$ cat src/design/drmc_consts.vh
// constants of the drawing-mode configuration register bank
// assumes one includer per compile unit; guarded against double inclusion
`ifndef DRMC_CONSTS_VH
`define DRMC_CONSTS_VH

// ****************************************************************
// register offsets
// ****************************************************************
`define DRMC_OFS_POLY_MODE 12'h428
`define DRMC_OFS_TEX_MODE 12'h42C
`define DRMC_OFS_BLIT_MODE 12'h430
`define DRMC_OFS_GRAY_EXT 12'h43C
`define DRMC_OFS_FRAME_ORG 12'h440
`define DRMC_OFS_FRAME_WID 12'h444
`define DRMC_OFS_DEPTH_ORG 12'h448
`define DRMC_OFS_TEXEL_ORG 12'h44C
`define DRMC_OFS_PFLAG_ORG 12'h450

// ****************************************************************
// field positions
// ****************************************************************
`define DRMC_POLY_BLEND_LSB 7
`define DRMC_POLY_PSRC_LSB 28
`define DRMC_TEX_CORR_BIT 3
`define DRMC_TEX_FILT_BIT 5
`define DRMC_TEX_WRAPT_LSB 8
`define DRMC_TEX_WRAPS_LSB 10
`define DRMC_TEX_MIX_LSB 16
`define DRMC_TEX_ALPHA_LSB 20
`define DRMC_TEX_ACCEL_BIT 24
`define DRMC_BLIT_TRANS_BIT 1
`define DRMC_BLIT_BLEND_LSB 7
`define DRMC_BLIT_LOGIC_LSB 9
`define DRMC_GRAY_MASK_BIT 4
`define DRMC_ORG_LSB 6
`define DRMC_ORG_MSB 25
`define DRMC_WID_MSB 11

// ****************************************************************
// codes and reset values
// ****************************************************************
`define DRMC_BLEND_COPY 2'h0
`define DRMC_BLEND_ALPHA 2'h1
`define DRMC_BLEND_LOGIC 2'h2
`define DRMC_TALPHA_NORMAL 2'h0
`define DRMC_PSRC_TILE 2'h1
`define DRMC_PSRC_TEXTURE 2'h2
`define DRMC_RST_LOGIC 4'h3
`define DRMC_RST_FIELD2 2'h0
`define DRMC_RST_WORD 32'h0000_0000

`endif

$ cat src/design/drmc_mode_decode.v
// derived drawing modes: effective texture alpha and pattern enables
// assumes stored mode fields arrive from flops of the register bank
`timescale 1ns/1ps
`default_nettype none
`include "drmc_consts.vh"

module drmc_mode_decode (
  input wire i_clk_sys,
  input wire i_rst,
  input wire [1:0] i_poly_blend_sel,
  input wire [1:0] i_pattern_source_sel,
  input wire [1:0] i_tex_alpha_mode,
  output reg [1:0] o_tex_alpha_eff,
  output reg o_tile_en,
  output reg o_texture_en
);

  // ****************************************************************
  // combinational decode
  // ****************************************************************
  reg [1:0] nxt_alpha;
  reg nxt_tile;
  reg nxt_tex;

  // stencil modes fall back to normal outside alpha blending
  always @* begin
    if (i_poly_blend_sel == `DRMC_BLEND_ALPHA) begin
      nxt_alpha = i_tex_alpha_mode;
    end else begin
      nxt_alpha = `DRMC_TALPHA_NORMAL;
    end
    // reserved code 11 enables neither source
    nxt_tile = (i_pattern_source_sel == `DRMC_PSRC_TILE);
    nxt_tex = (i_pattern_source_sel == `DRMC_PSRC_TEXTURE);
  end

  // ****************************************************************
  // output flops
  // ****************************************************************
  always @(posedge i_clk_sys) begin
    if (i_rst) begin
      o_tex_alpha_eff <= `DRMC_TALPHA_NORMAL;
      o_tile_en <= 1'b0;
      o_texture_en <= 1'b0;
    end else begin
      o_tex_alpha_eff <= nxt_alpha;
      o_tile_en <= nxt_tile;
      o_texture_en <= nxt_tex;
    end
  end

endmodule

`default_nettype wire

$ cat src/design/drmc_regs.v
// drawing-mode configuration register bank loaded from the command stream
// assumes the command decoder presents one register-load command per cycle
// and that the pixel path feeds blit pixels already aligned to the clock
`timescale 1ns/1ps
`default_nettype none
`include "drmc_consts.vh"

module drmc_regs #(
  parameter PIXEL_W = 16
) (
  input wire i_clk_sys,
  input wire i_rst,
  // register-load command from the drawing command stream
  input wire i_cmd_valid,
  input wire [11:0] i_cmd_addr,
  input wire [31:0] i_cmd_data,
  // engine-side readback of stored registers
  input wire i_rd_en,
  input wire [11:0] i_rd_addr,
  // internal update of non-mask gray extension bits
  input wire i_gray_int_we,
  input wire [31:0] i_gray_int_data,
  // blit pixel path
  input wire i_px_valid,
  input wire [PIXEL_W-1:0] i_px_data,
  input wire [PIXEL_W-1:0] i_trans_color,
  output reg o_px_we,
  output reg [PIXEL_W-1:0] o_px_data,
  // command status
  output reg o_cmd_unmapped,
  output reg o_rd_valid,
  output reg [31:0] o_rd_data,
  // texture mapping modes
  output reg o_coord_correct_en,
  output reg o_filter_select,
  output reg [1:0] o_wrap_mode_t,
  output reg [1:0] o_wrap_mode_s,
  output reg [1:0] o_texel_mix_mode,
  output reg [1:0] o_tex_alpha_mode,
  output wire [1:0] o_tex_alpha_eff,
  output reg o_tex_area_x4,
  // polygon modes
  output reg [1:0] o_pattern_source_sel,
  output reg [1:0] o_poly_blend_sel,
  output wire o_tile_en,
  output wire o_texture_en,
  // blit modes
  output reg o_transparent_skip_en,
  output reg [1:0] o_blend_sel,
  output reg [3:0] o_blit_logic_op,
  // gray extension
  output reg o_gray_shade_unmask,
  output reg [31:0] o_gray_ext,
  // buffer origins and frame width
  output reg [25:0] o_frame_origin,
  output reg [11:0] o_frame_width_px,
  output reg [25:0] o_depth_origin,
  output reg [25:0] o_texel_store_origin,
  output reg [25:0] o_poly_flag_origin
);

  localparam ORG_W = `DRMC_ORG_MSB - `DRMC_ORG_LSB + 1;

  // ****************************************************************
  // storage
  // ****************************************************************
  reg [1:0] psrc_ff;
  reg [1:0] pblend_ff;
  reg tcorr_ff;
  reg tfilt_ff;
  reg [1:0] wrapt_ff;
  reg [1:0] wraps_ff;
  reg [1:0] tmix_ff;
  reg [1:0] talpha_ff;
  reg taccel_ff;
  reg trans_ff;
  reg [1:0] bblend_ff;
  reg [3:0] blogic_ff;
  reg [31:0] gray_ff;
  reg [ORG_W-1:0] frame_org_ff;
  reg [11:0] frame_wid_ff;
  reg [ORG_W-1:0] depth_org_ff;
  reg [ORG_W-1:0] texel_org_ff;
  reg [ORG_W-1:0] pflag_org_ff;

  // ****************************************************************
  // command address decode
  // ****************************************************************
  wire wr_poly;
  wire wr_tex;
  wire wr_blit;
  wire wr_gray;
  wire wr_forg;
  wire wr_fwid;
  wire wr_dorg;
  wire wr_torg;
  wire wr_porg;
  wire wr_hit;

  // apart from the internal gray update, only the command stream writes here; no processor path exists
  assign wr_poly = i_cmd_valid & (i_cmd_addr == `DRMC_OFS_POLY_MODE);
  assign wr_tex = i_cmd_valid & (i_cmd_addr == `DRMC_OFS_TEX_MODE);
  assign wr_blit = i_cmd_valid & (i_cmd_addr == `DRMC_OFS_BLIT_MODE);
  assign wr_gray = i_cmd_valid & (i_cmd_addr == `DRMC_OFS_GRAY_EXT);
  assign wr_forg = i_cmd_valid & (i_cmd_addr == `DRMC_OFS_FRAME_ORG);
  assign wr_fwid = i_cmd_valid & (i_cmd_addr == `DRMC_OFS_FRAME_WID);
  assign wr_dorg = i_cmd_valid & (i_cmd_addr == `DRMC_OFS_DEPTH_ORG);
  assign wr_torg = i_cmd_valid & (i_cmd_addr == `DRMC_OFS_TEXEL_ORG);
  assign wr_porg = i_cmd_valid & (i_cmd_addr == `DRMC_OFS_PFLAG_ORG);
  assign wr_hit = wr_poly | wr_tex | wr_blit | wr_gray | wr_forg |
                  wr_fwid | wr_dorg | wr_torg | wr_porg;

  // ****************************************************************
  // polygon and texture mode registers
  // ****************************************************************
  // values hold until the next load, so later primitives see them
  always @(posedge i_clk_sys) begin
    if (i_rst) begin
      psrc_ff <= `DRMC_RST_FIELD2;
      pblend_ff <= `DRMC_RST_FIELD2;
      tcorr_ff <= 1'b0;
      tfilt_ff <= 1'b0;
      wrapt_ff <= `DRMC_RST_FIELD2;
      wraps_ff <= `DRMC_RST_FIELD2;
      tmix_ff <= `DRMC_RST_FIELD2;
      talpha_ff <= `DRMC_RST_FIELD2;
      taccel_ff <= 1'b0;
    end else begin
      if (wr_poly) begin
        psrc_ff <= i_cmd_data[`DRMC_POLY_PSRC_LSB+1:`DRMC_POLY_PSRC_LSB];
        pblend_ff <= i_cmd_data[`DRMC_POLY_BLEND_LSB+1:`DRMC_POLY_BLEND_LSB];
      end
      if (wr_tex) begin
        tcorr_ff <= i_cmd_data[`DRMC_TEX_CORR_BIT];
        tfilt_ff <= i_cmd_data[`DRMC_TEX_FILT_BIT];
        wrapt_ff <= i_cmd_data[`DRMC_TEX_WRAPT_LSB+1:`DRMC_TEX_WRAPT_LSB];
        wraps_ff <= i_cmd_data[`DRMC_TEX_WRAPS_LSB+1:`DRMC_TEX_WRAPS_LSB];
        tmix_ff <= i_cmd_data[`DRMC_TEX_MIX_LSB+1:`DRMC_TEX_MIX_LSB];
        talpha_ff <= i_cmd_data[`DRMC_TEX_ALPHA_LSB+1:`DRMC_TEX_ALPHA_LSB];
        taccel_ff <= i_cmd_data[`DRMC_TEX_ACCEL_BIT];
      end
    end
  end

  // ****************************************************************
  // blit mode register
  // ****************************************************************
  // blend and transparency are stored as loaded; the pairing with copy
  // blend is the controller's duty, not checked here
  always @(posedge i_clk_sys) begin
    if (i_rst) begin
      trans_ff <= 1'b0;
      bblend_ff <= `DRMC_RST_FIELD2;
      blogic_ff <= `DRMC_RST_LOGIC;
    end else if (wr_blit) begin
      trans_ff <= i_cmd_data[`DRMC_BLIT_TRANS_BIT];
      bblend_ff <= i_cmd_data[`DRMC_BLIT_BLEND_LSB+1:`DRMC_BLIT_BLEND_LSB];
      blogic_ff <= i_cmd_data[`DRMC_BLIT_LOGIC_LSB+3:`DRMC_BLIT_LOGIC_LSB];
    end
  end

  // ****************************************************************
  // gray extension register
  // ****************************************************************
  reg [31:0] nxt_gray;

  // command load first, then internal update of non-mask bits on top;
  // the mask bit belongs to the command alone; on a same-cycle clash the internal data wins all other bits
  always @* begin
    nxt_gray = gray_ff;
    if (wr_gray) begin
      nxt_gray = i_cmd_data;
    end
    if (i_gray_int_we) begin
      nxt_gray = {i_gray_int_data[31:`DRMC_GRAY_MASK_BIT+1],
                  nxt_gray[`DRMC_GRAY_MASK_BIT],
                  i_gray_int_data[`DRMC_GRAY_MASK_BIT-1:0]};
    end
  end

  always @(posedge i_clk_sys) begin
    if (i_rst) begin
      gray_ff <= `DRMC_RST_WORD;
    end else begin
      gray_ff <= nxt_gray;
    end
  end

  // ****************************************************************
  // buffer origins and frame width
  // ****************************************************************
  // low six address bits are not stored, which forces 64-byte alignment
  always @(posedge i_clk_sys) begin
    if (i_rst) begin
      frame_org_ff <= {ORG_W{1'b0}};
      frame_wid_ff <= 12'h000;
      depth_org_ff <= {ORG_W{1'b0}};
      texel_org_ff <= {ORG_W{1'b0}};
      pflag_org_ff <= {ORG_W{1'b0}};
    end else begin
      if (wr_forg) begin
        frame_org_ff <= i_cmd_data[`DRMC_ORG_MSB:`DRMC_ORG_LSB];
      end
      if (wr_fwid) begin
        frame_wid_ff <= i_cmd_data[`DRMC_WID_MSB:0];
      end
      if (wr_dorg) begin
        depth_org_ff <= i_cmd_data[`DRMC_ORG_MSB:`DRMC_ORG_LSB];
      end
      if (wr_torg) begin
        texel_org_ff <= i_cmd_data[`DRMC_ORG_MSB:`DRMC_ORG_LSB];
      end
      if (wr_porg) begin
        pflag_org_ff <= i_cmd_data[`DRMC_ORG_MSB:`DRMC_ORG_LSB];
      end
    end
  end

  // ****************************************************************
  // engine readback
  // ****************************************************************
  reg [31:0] nxt_rd_data;

  // gray extension is write only and reads as zero like unmapped words
  always @* begin
    nxt_rd_data = 32'h0000_0000;
    case (i_rd_addr)
      `DRMC_OFS_POLY_MODE: begin
        nxt_rd_data[`DRMC_POLY_PSRC_LSB+1:`DRMC_POLY_PSRC_LSB] = psrc_ff;
        nxt_rd_data[`DRMC_POLY_BLEND_LSB+1:`DRMC_POLY_BLEND_LSB] = pblend_ff;
      end
      `DRMC_OFS_TEX_MODE: begin
        nxt_rd_data[`DRMC_TEX_CORR_BIT] = tcorr_ff;
        nxt_rd_data[`DRMC_TEX_FILT_BIT] = tfilt_ff;
        nxt_rd_data[`DRMC_TEX_WRAPT_LSB+1:`DRMC_TEX_WRAPT_LSB] = wrapt_ff;
        nxt_rd_data[`DRMC_TEX_WRAPS_LSB+1:`DRMC_TEX_WRAPS_LSB] = wraps_ff;
        nxt_rd_data[`DRMC_TEX_MIX_LSB+1:`DRMC_TEX_MIX_LSB] = tmix_ff;
        nxt_rd_data[`DRMC_TEX_ALPHA_LSB+1:`DRMC_TEX_ALPHA_LSB] = talpha_ff;
        nxt_rd_data[`DRMC_TEX_ACCEL_BIT] = taccel_ff;
      end
      `DRMC_OFS_BLIT_MODE: begin
        nxt_rd_data[`DRMC_BLIT_TRANS_BIT] = trans_ff;
        nxt_rd_data[`DRMC_BLIT_BLEND_LSB+1:`DRMC_BLIT_BLEND_LSB] = bblend_ff;
        nxt_rd_data[`DRMC_BLIT_LOGIC_LSB+3:`DRMC_BLIT_LOGIC_LSB] = blogic_ff;
      end
      `DRMC_OFS_FRAME_ORG: begin
        nxt_rd_data[`DRMC_ORG_MSB:`DRMC_ORG_LSB] = frame_org_ff;
      end
      `DRMC_OFS_FRAME_WID: begin
        nxt_rd_data[`DRMC_WID_MSB:0] = frame_wid_ff;
      end
      `DRMC_OFS_DEPTH_ORG: begin
        nxt_rd_data[`DRMC_ORG_MSB:`DRMC_ORG_LSB] = depth_org_ff;
      end
      `DRMC_OFS_TEXEL_ORG: begin
        nxt_rd_data[`DRMC_ORG_MSB:`DRMC_ORG_LSB] = texel_org_ff;
      end
      `DRMC_OFS_PFLAG_ORG: begin
        nxt_rd_data[`DRMC_ORG_MSB:`DRMC_ORG_LSB] = pflag_org_ff;
      end
      default: begin
        nxt_rd_data = 32'h0000_0000;
      end
    endcase
  end

  always @(posedge i_clk_sys) begin
    if (i_rst) begin
      o_rd_valid <= 1'b0;
      o_rd_data <= 32'h0000_0000;
      o_cmd_unmapped <= 1'b0;
    end else begin
      o_rd_valid <= i_rd_en;
      if (i_rd_en) begin
        o_rd_data <= nxt_rd_data;
      end
      // one-cycle flag for a load aimed outside this bank
      o_cmd_unmapped <= i_cmd_valid & ~wr_hit;
    end
  end

  // ****************************************************************
  // mode outputs
  // ****************************************************************
  // mirrored one cycle after storage so every output leaves a flop
  always @(posedge i_clk_sys) begin
    if (i_rst) begin
      o_coord_correct_en <= 1'b0;
      o_filter_select <= 1'b0;
      o_wrap_mode_t <= `DRMC_RST_FIELD2;
      o_wrap_mode_s <= `DRMC_RST_FIELD2;
      o_texel_mix_mode <= `DRMC_RST_FIELD2;
      o_tex_alpha_mode <= `DRMC_RST_FIELD2;
      o_tex_area_x4 <= 1'b0;
      o_pattern_source_sel <= `DRMC_RST_FIELD2;
      o_poly_blend_sel <= `DRMC_RST_FIELD2;
      o_transparent_skip_en <= 1'b0;
      o_blend_sel <= `DRMC_RST_FIELD2;
      o_blit_logic_op <= `DRMC_RST_LOGIC;
      o_gray_shade_unmask <= 1'b0;
      o_gray_ext <= `DRMC_RST_WORD;
      o_frame_origin <= 26'h000_0000;
      o_frame_width_px <= 12'h000;
      o_depth_origin <= 26'h000_0000;
      o_texel_store_origin <= 26'h000_0000;
      o_poly_flag_origin <= 26'h000_0000;
    end else begin
      o_coord_correct_en <= tcorr_ff;
      o_filter_select <= tfilt_ff;
      o_wrap_mode_t <= wrapt_ff;
      o_wrap_mode_s <= wraps_ff;
      o_texel_mix_mode <= tmix_ff;
      o_tex_alpha_mode <= talpha_ff;
      o_tex_area_x4 <= taccel_ff;
      o_pattern_source_sel <= psrc_ff;
      o_poly_blend_sel <= pblend_ff;
      o_transparent_skip_en <= trans_ff;
      o_blend_sel <= bblend_ff;
      o_blit_logic_op <= blogic_ff;
      o_gray_shade_unmask <= gray_ff[`DRMC_GRAY_MASK_BIT];
      o_gray_ext <= gray_ff;
      o_frame_origin <= {frame_org_ff, 6'h00};
      o_frame_width_px <= frame_wid_ff;
      o_depth_origin <= {depth_org_ff, 6'h00};
      o_texel_store_origin <= {texel_org_ff, 6'h00};
      o_poly_flag_origin <= {pflag_org_ff, 6'h00};
    end
  end

  // ****************************************************************
  // transparent blit pixel filter
  // ****************************************************************
  // compare uses the stored enable so a load takes effect next pixel
  always @(posedge i_clk_sys) begin
    if (i_rst) begin
      o_px_we <= 1'b0;
      o_px_data <= {PIXEL_W{1'b0}};
    end else begin
      o_px_we <= i_px_valid & ~(trans_ff & (i_px_data == i_trans_color));
      o_px_data <= i_px_data;
    end
  end

  // ****************************************************************
  // derived modes
  // ****************************************************************
  drmc_mode_decode u_decode (
    .i_clk_sys(i_clk_sys),
    .i_rst(i_rst),
    .i_poly_blend_sel(pblend_ff),
    .i_pattern_source_sel(psrc_ff),
    .i_tex_alpha_mode(talpha_ff),
    .o_tex_alpha_eff(o_tex_alpha_eff),
    .o_tile_en(o_tile_en),
    .o_texture_en(o_texture_en)
  );

endmodule

`default_nettype wire

$ cat config.mk
export PLATFORM = sky130hd
export DESIGN_NAME = drmc_regs
export DESIGN_NICKNAME = d
export VERILOG_FILES = /design/src/design/drmc_mode_decode.v /design/src/design/drmc_regs.v
export VERILOG_INCLUDE_DIRS = /design/src /design/src/design
export SDC_FILE = /design/constraint.sdc
export NUM_CORES = 1
export LEC_CHECK = 0
export BUFFER_PORTS_ARGS = -buffer_cell sky130_fd_sc_hd__buf_2
export CORE_ASPECT_RATIO = 1.1
export CORE_MARGIN = 2
export CORE_UTILIZATION = 52
export DETAILED_ROUTE_END_ITERATION = 6
export GPL_TIMING_DRIVEN = 0
export HOLD_SLACK_MARGIN = 0.03
export PLACE_DENSITY = 0.8
export SYNTH_ARGS = -nofsm -noshare
export SYNTH_HDL_FRONTEND = slang
export SYNTH_SLANG_ARGS = --single-unit
$ cat constraint.sdc
create_clock -name i_clk_sys -period 2.4 [get_ports i_clk_sys]
set_input_delay 0.24 -clock i_clk_sys [delete_from_list [all_inputs] [get_ports i_clk_sys]]
set_output_delay 0.24 -clock i_clk_sys [all_outputs]
set_load 0.02 [all_outputs]
==> flow_metrics.py <==
metrics = {
    "die": {
        "initial_core_util": 0.5255,
        "die_area_um2": 24970,
        "core-area_um2": 23480,
        "std_cell_rows": 59,
        "ioPinCount": 352,
        "die_x_um": 150.9,
        "dieHeight_um": 165.5,
    },
    "placement": {
        "placed_cells": 1857,
        "dpl_cell_area_um2": 14400,
        "portBuffers": 315,
        "dp_hpwl_um": 29200,
        "place_congestion": 0.9520,
    },
    "route": {
        "routed.top_layer": "met4",
        "drc": 0,
        "wl_met1_um": 15620,
        "vias": 10583,
        "routed-wl-met2_um": 19330,
        "ant_nets": 0,
        "drt_iter0_drc": 683,
        "firstDrtPassIters": 6,
        "wl_um": 40150,
        "wl_met3_um": 3469,
        "vias_per_cell": 5.383,
        "wl_per_cell_um": 20.42,
    },
    "sta": {
        "finalClockSkew_ns": 0.01365,
        "final-max-slew-violation-count": 0,
        "setup_viol": 0,
        "fin_crit_sh": 0.9356,
        "relSlewSlack": 0.2713,
        "rsz0062_at_grt": "no",
        "tightest_slew_ns": 1.083,
        "final.min_clock_period_ns": 2.245,
        "fmax_mhz": 445.3,
        "final_hold_viol_count": 0,
    },
    "critical_path": {
        "critPathMaxStageDelay_ns": 0.71,
        "cp_top_family": "simple AND/OR/NAND/NOR gates",
        "worst-path-buf-inv": 3,
        "path_cells": "buf_2 > clkbuf_1 > or4b_2 > nor4_1 > buf_2 > a22oi_1 > a311oi_1",
        "cp-end-kind": "flip-flop",
        "timing.critical_path.mode_cell": "buf_2",
        "worstPathMaxFanout": 10,
        "cpMaxStageDelayCell": "or4b_2",
        "worstSetupPathType": "input pin to flip-flop",
        "startpoint_type": "input pin",
        "crit_required_ns": 2.83,
        "crit_arrival_ns": 2.67,
    },
    "clocking": {
        "cts_made_buffers": 34,
        "post_cts_buffers": 0,
        "cts_tree": "done",
        "cts.sinks": 343,
        "cts-root-buf": "clkbuf_16",
        "path_clk_slew_ns": 0.07,
        "h-tree-depth": 2,
        "clock_latency_ns": 0.52,
        "cts_buffer_depth": 3,
    },
    "synth": {
        "synthCells": 1210,
        "ys_types": 53,
        "synth-seq-cells": 343,
        "synth-async-reset-ratio": 0,
        "synth-warning-count": 0,
        "syn-cell-area_um2": 12340,
        "synth_edf_count": 0,
        "syn_avg_cell_area_um2": 10.20,
        "synthFlopType": "dfxtp_1",
        "synth-seq-area-share": 0.5566,
    },
    "cells_and_area": {
        "fillers": 1830,
        "layout-drive-gt1-share": 0.2608,
        "finalNonFillerCells": 1966,
        "multi_input_area_um2": 4863,
        "syn2layout_area_growth_pct": 30.23,
        "final_common_cell": "dfxtp_1",
        "layout_common_cells": "dfxtp_1, buf_2, nor2b_1, nor2_1, mux2i_1",
        "stdcell_area_um2": 16070,
        "final_nets": 1762,
        "seq_area_um2": 6867,
    },
    "worst_hold_path": {
        "worstHoldPathType": "input pin to flip-flop",
    },
    "flow_run": {
        "maxCapViolCount": 0,
    },
    "power_and_ir_drop": {
        "ir_drop_v": 0.0005485,
        "p_per_area_nw_per_um2": 760.1,
        "p_leak_nw": 7.107,
    },
    "grt": {
        "grt_pass1_vias": 10431,
        "track_usage": 0.3159,
        "grt_max_degree": 15,
        "grt_remaining_overflow": 0,
        "antenna_found_initial": 0,
        "grt_pass1_wl_um": 59370,
    },
    "status": {
        "status": "finished clean",
    },
}
-- final timing paths --
check / cells past startpoint / slack (ns) / endpoint / from
min: 3 / 0.04 / gray_ff[0]$_SDFFE_PP0P_ / i_gray_int_data[0]
max reg2reg: 4 / 1.01 / o_rd_data[7]$_SDFFE_PP0P_ / frame_org_ff[1]$_SDFFE_PP0P_
max: 7 / 0.15 / o_rd_data[12]$_SDFFE_PP0P_ / i_rd_addr[2]
min reg2reg: 1 / 0.46 / o_gray_ext[1]$_SDFF_PP0_ / gray_ff[1]$_SDFFE_PP0P_
-- synthesized netlist by cell type (13+ instances only) --
| library cell | n | share of area |
|---|---|---|
| nor2b_1 | 167 | 0.085 |
| a22o_1 | 18 | 0.013 |
| a2111oi_0 | 26 | 0.018 |
| clkbuf_1 | 63 | 0.019 |
| buf_2 | 13 | 0.0053 |
| dfxtp_1 | 343 | 0.56 |
| buf_4 | 33 | 0.020 |
| xnor2_1 | 16 | 0.011 |
| inv_1 | 36 | 0.011 |
| nor2_1 | 139 | 0.042 |
| nand2_1 | 22 | 0.0067 |
| nor3_1 | 71 | 0.029 |
| mux2i_1 | 115 | 0.093 |
| a22oi_1 | 15 | 0.0091 |
| a221oi_1 | 17 | 0.012 |
-- logic make-up after synthesis --
kind of cell | after synthesis | share of synthesized area
multiplexers | 115 | 0.09331
other | 1 | 0.0003040
AND/OR/NAND/NOR | 458 | 0.1990
XOR/XNOR | 16 | 0.01136
flip-flops | 343 | 0.5566
AO/OA/AOI/OAI | 126 | 0.08154
buffers and inverters | 151 | 0.05791
-- per-stage QoR --
stage	hold WS [ns]	utilization	TNS, ns	power (mW)	setup WS (ns)
floorplan	0.3581	-	0	6.346	0.2984
global placement	0.4325	0.6133	-6.468	6.676	-0.6497
detailed placement	0.4486	0.6133	-7.480	6.687	-0.6179
CTS	0.03192	0.6843	0	12.21	0.2111
global route	0.04738	0.6843	0	12.53	0.05770
finish	0.04424	0.6844	0	12.21	0.1545
-- power breakdown --
part	internal, mW	switching, mW	total, mW
clock network	3.36	2.21	5.57
registers	5.78	0.0335	5.81
logic	0.309	0.521	0.830
total	9.45	2.76	12.2
-- state kept, by name, indices dropped and copies added (netlist names), 4 cells and up --
signal	cells
gray_ff	32
o_gray_ext	32
o_rd_data	28
depth_org_ff	20
frame_org_ff	20
o_depth_origin	20
o_frame_origin	20
o_poly_flag_origin	20
o_texel_store_origin	20
pflag_org_ff	20
texel_org_ff	20
o_px_data	16
frame_wid_ff	12
o_frame_width_px	12
blogic_ff	4
o_blit_logic_op	4
-- worst min-delay path, cell delays in order --
cell and delay [ns]:
buf_2 0.11, inv_1 0.05, a2111oi_0 0.09
-- cell type report --
class | instances | share of cell area
multi-input cells | 743 | 0.3027
well taps | 305 | 0.02375
clock buffers | 50 | 0.06549
repair buffers | 363 | 0.1280
inverters | 36 | 0.008411
diodes | 1 | 0.0001558
flip-flops and latches | 343 | 0.4274
plain buffers | 115 | 0.03606
clock inverters | 10 | 0.008021
-- metal layers --
layer | up-vias | global-route usage
met4 | 0 | 0.1304
met5 | - | 0
met1 | 5019 | 0.3839
met2 | 529 | 0.5461
met3 | 113 | 0.06456
li1 | 4922 | -
-- what timing repair did --
action                     in CTS  in global routing
setup endpoints to repair       1                  0
hold endpoints to repair       50                  0
resized for setup               1                  0
hold buffers                   48                  0
Note: power is estimated with default switching activity, not from simulation.
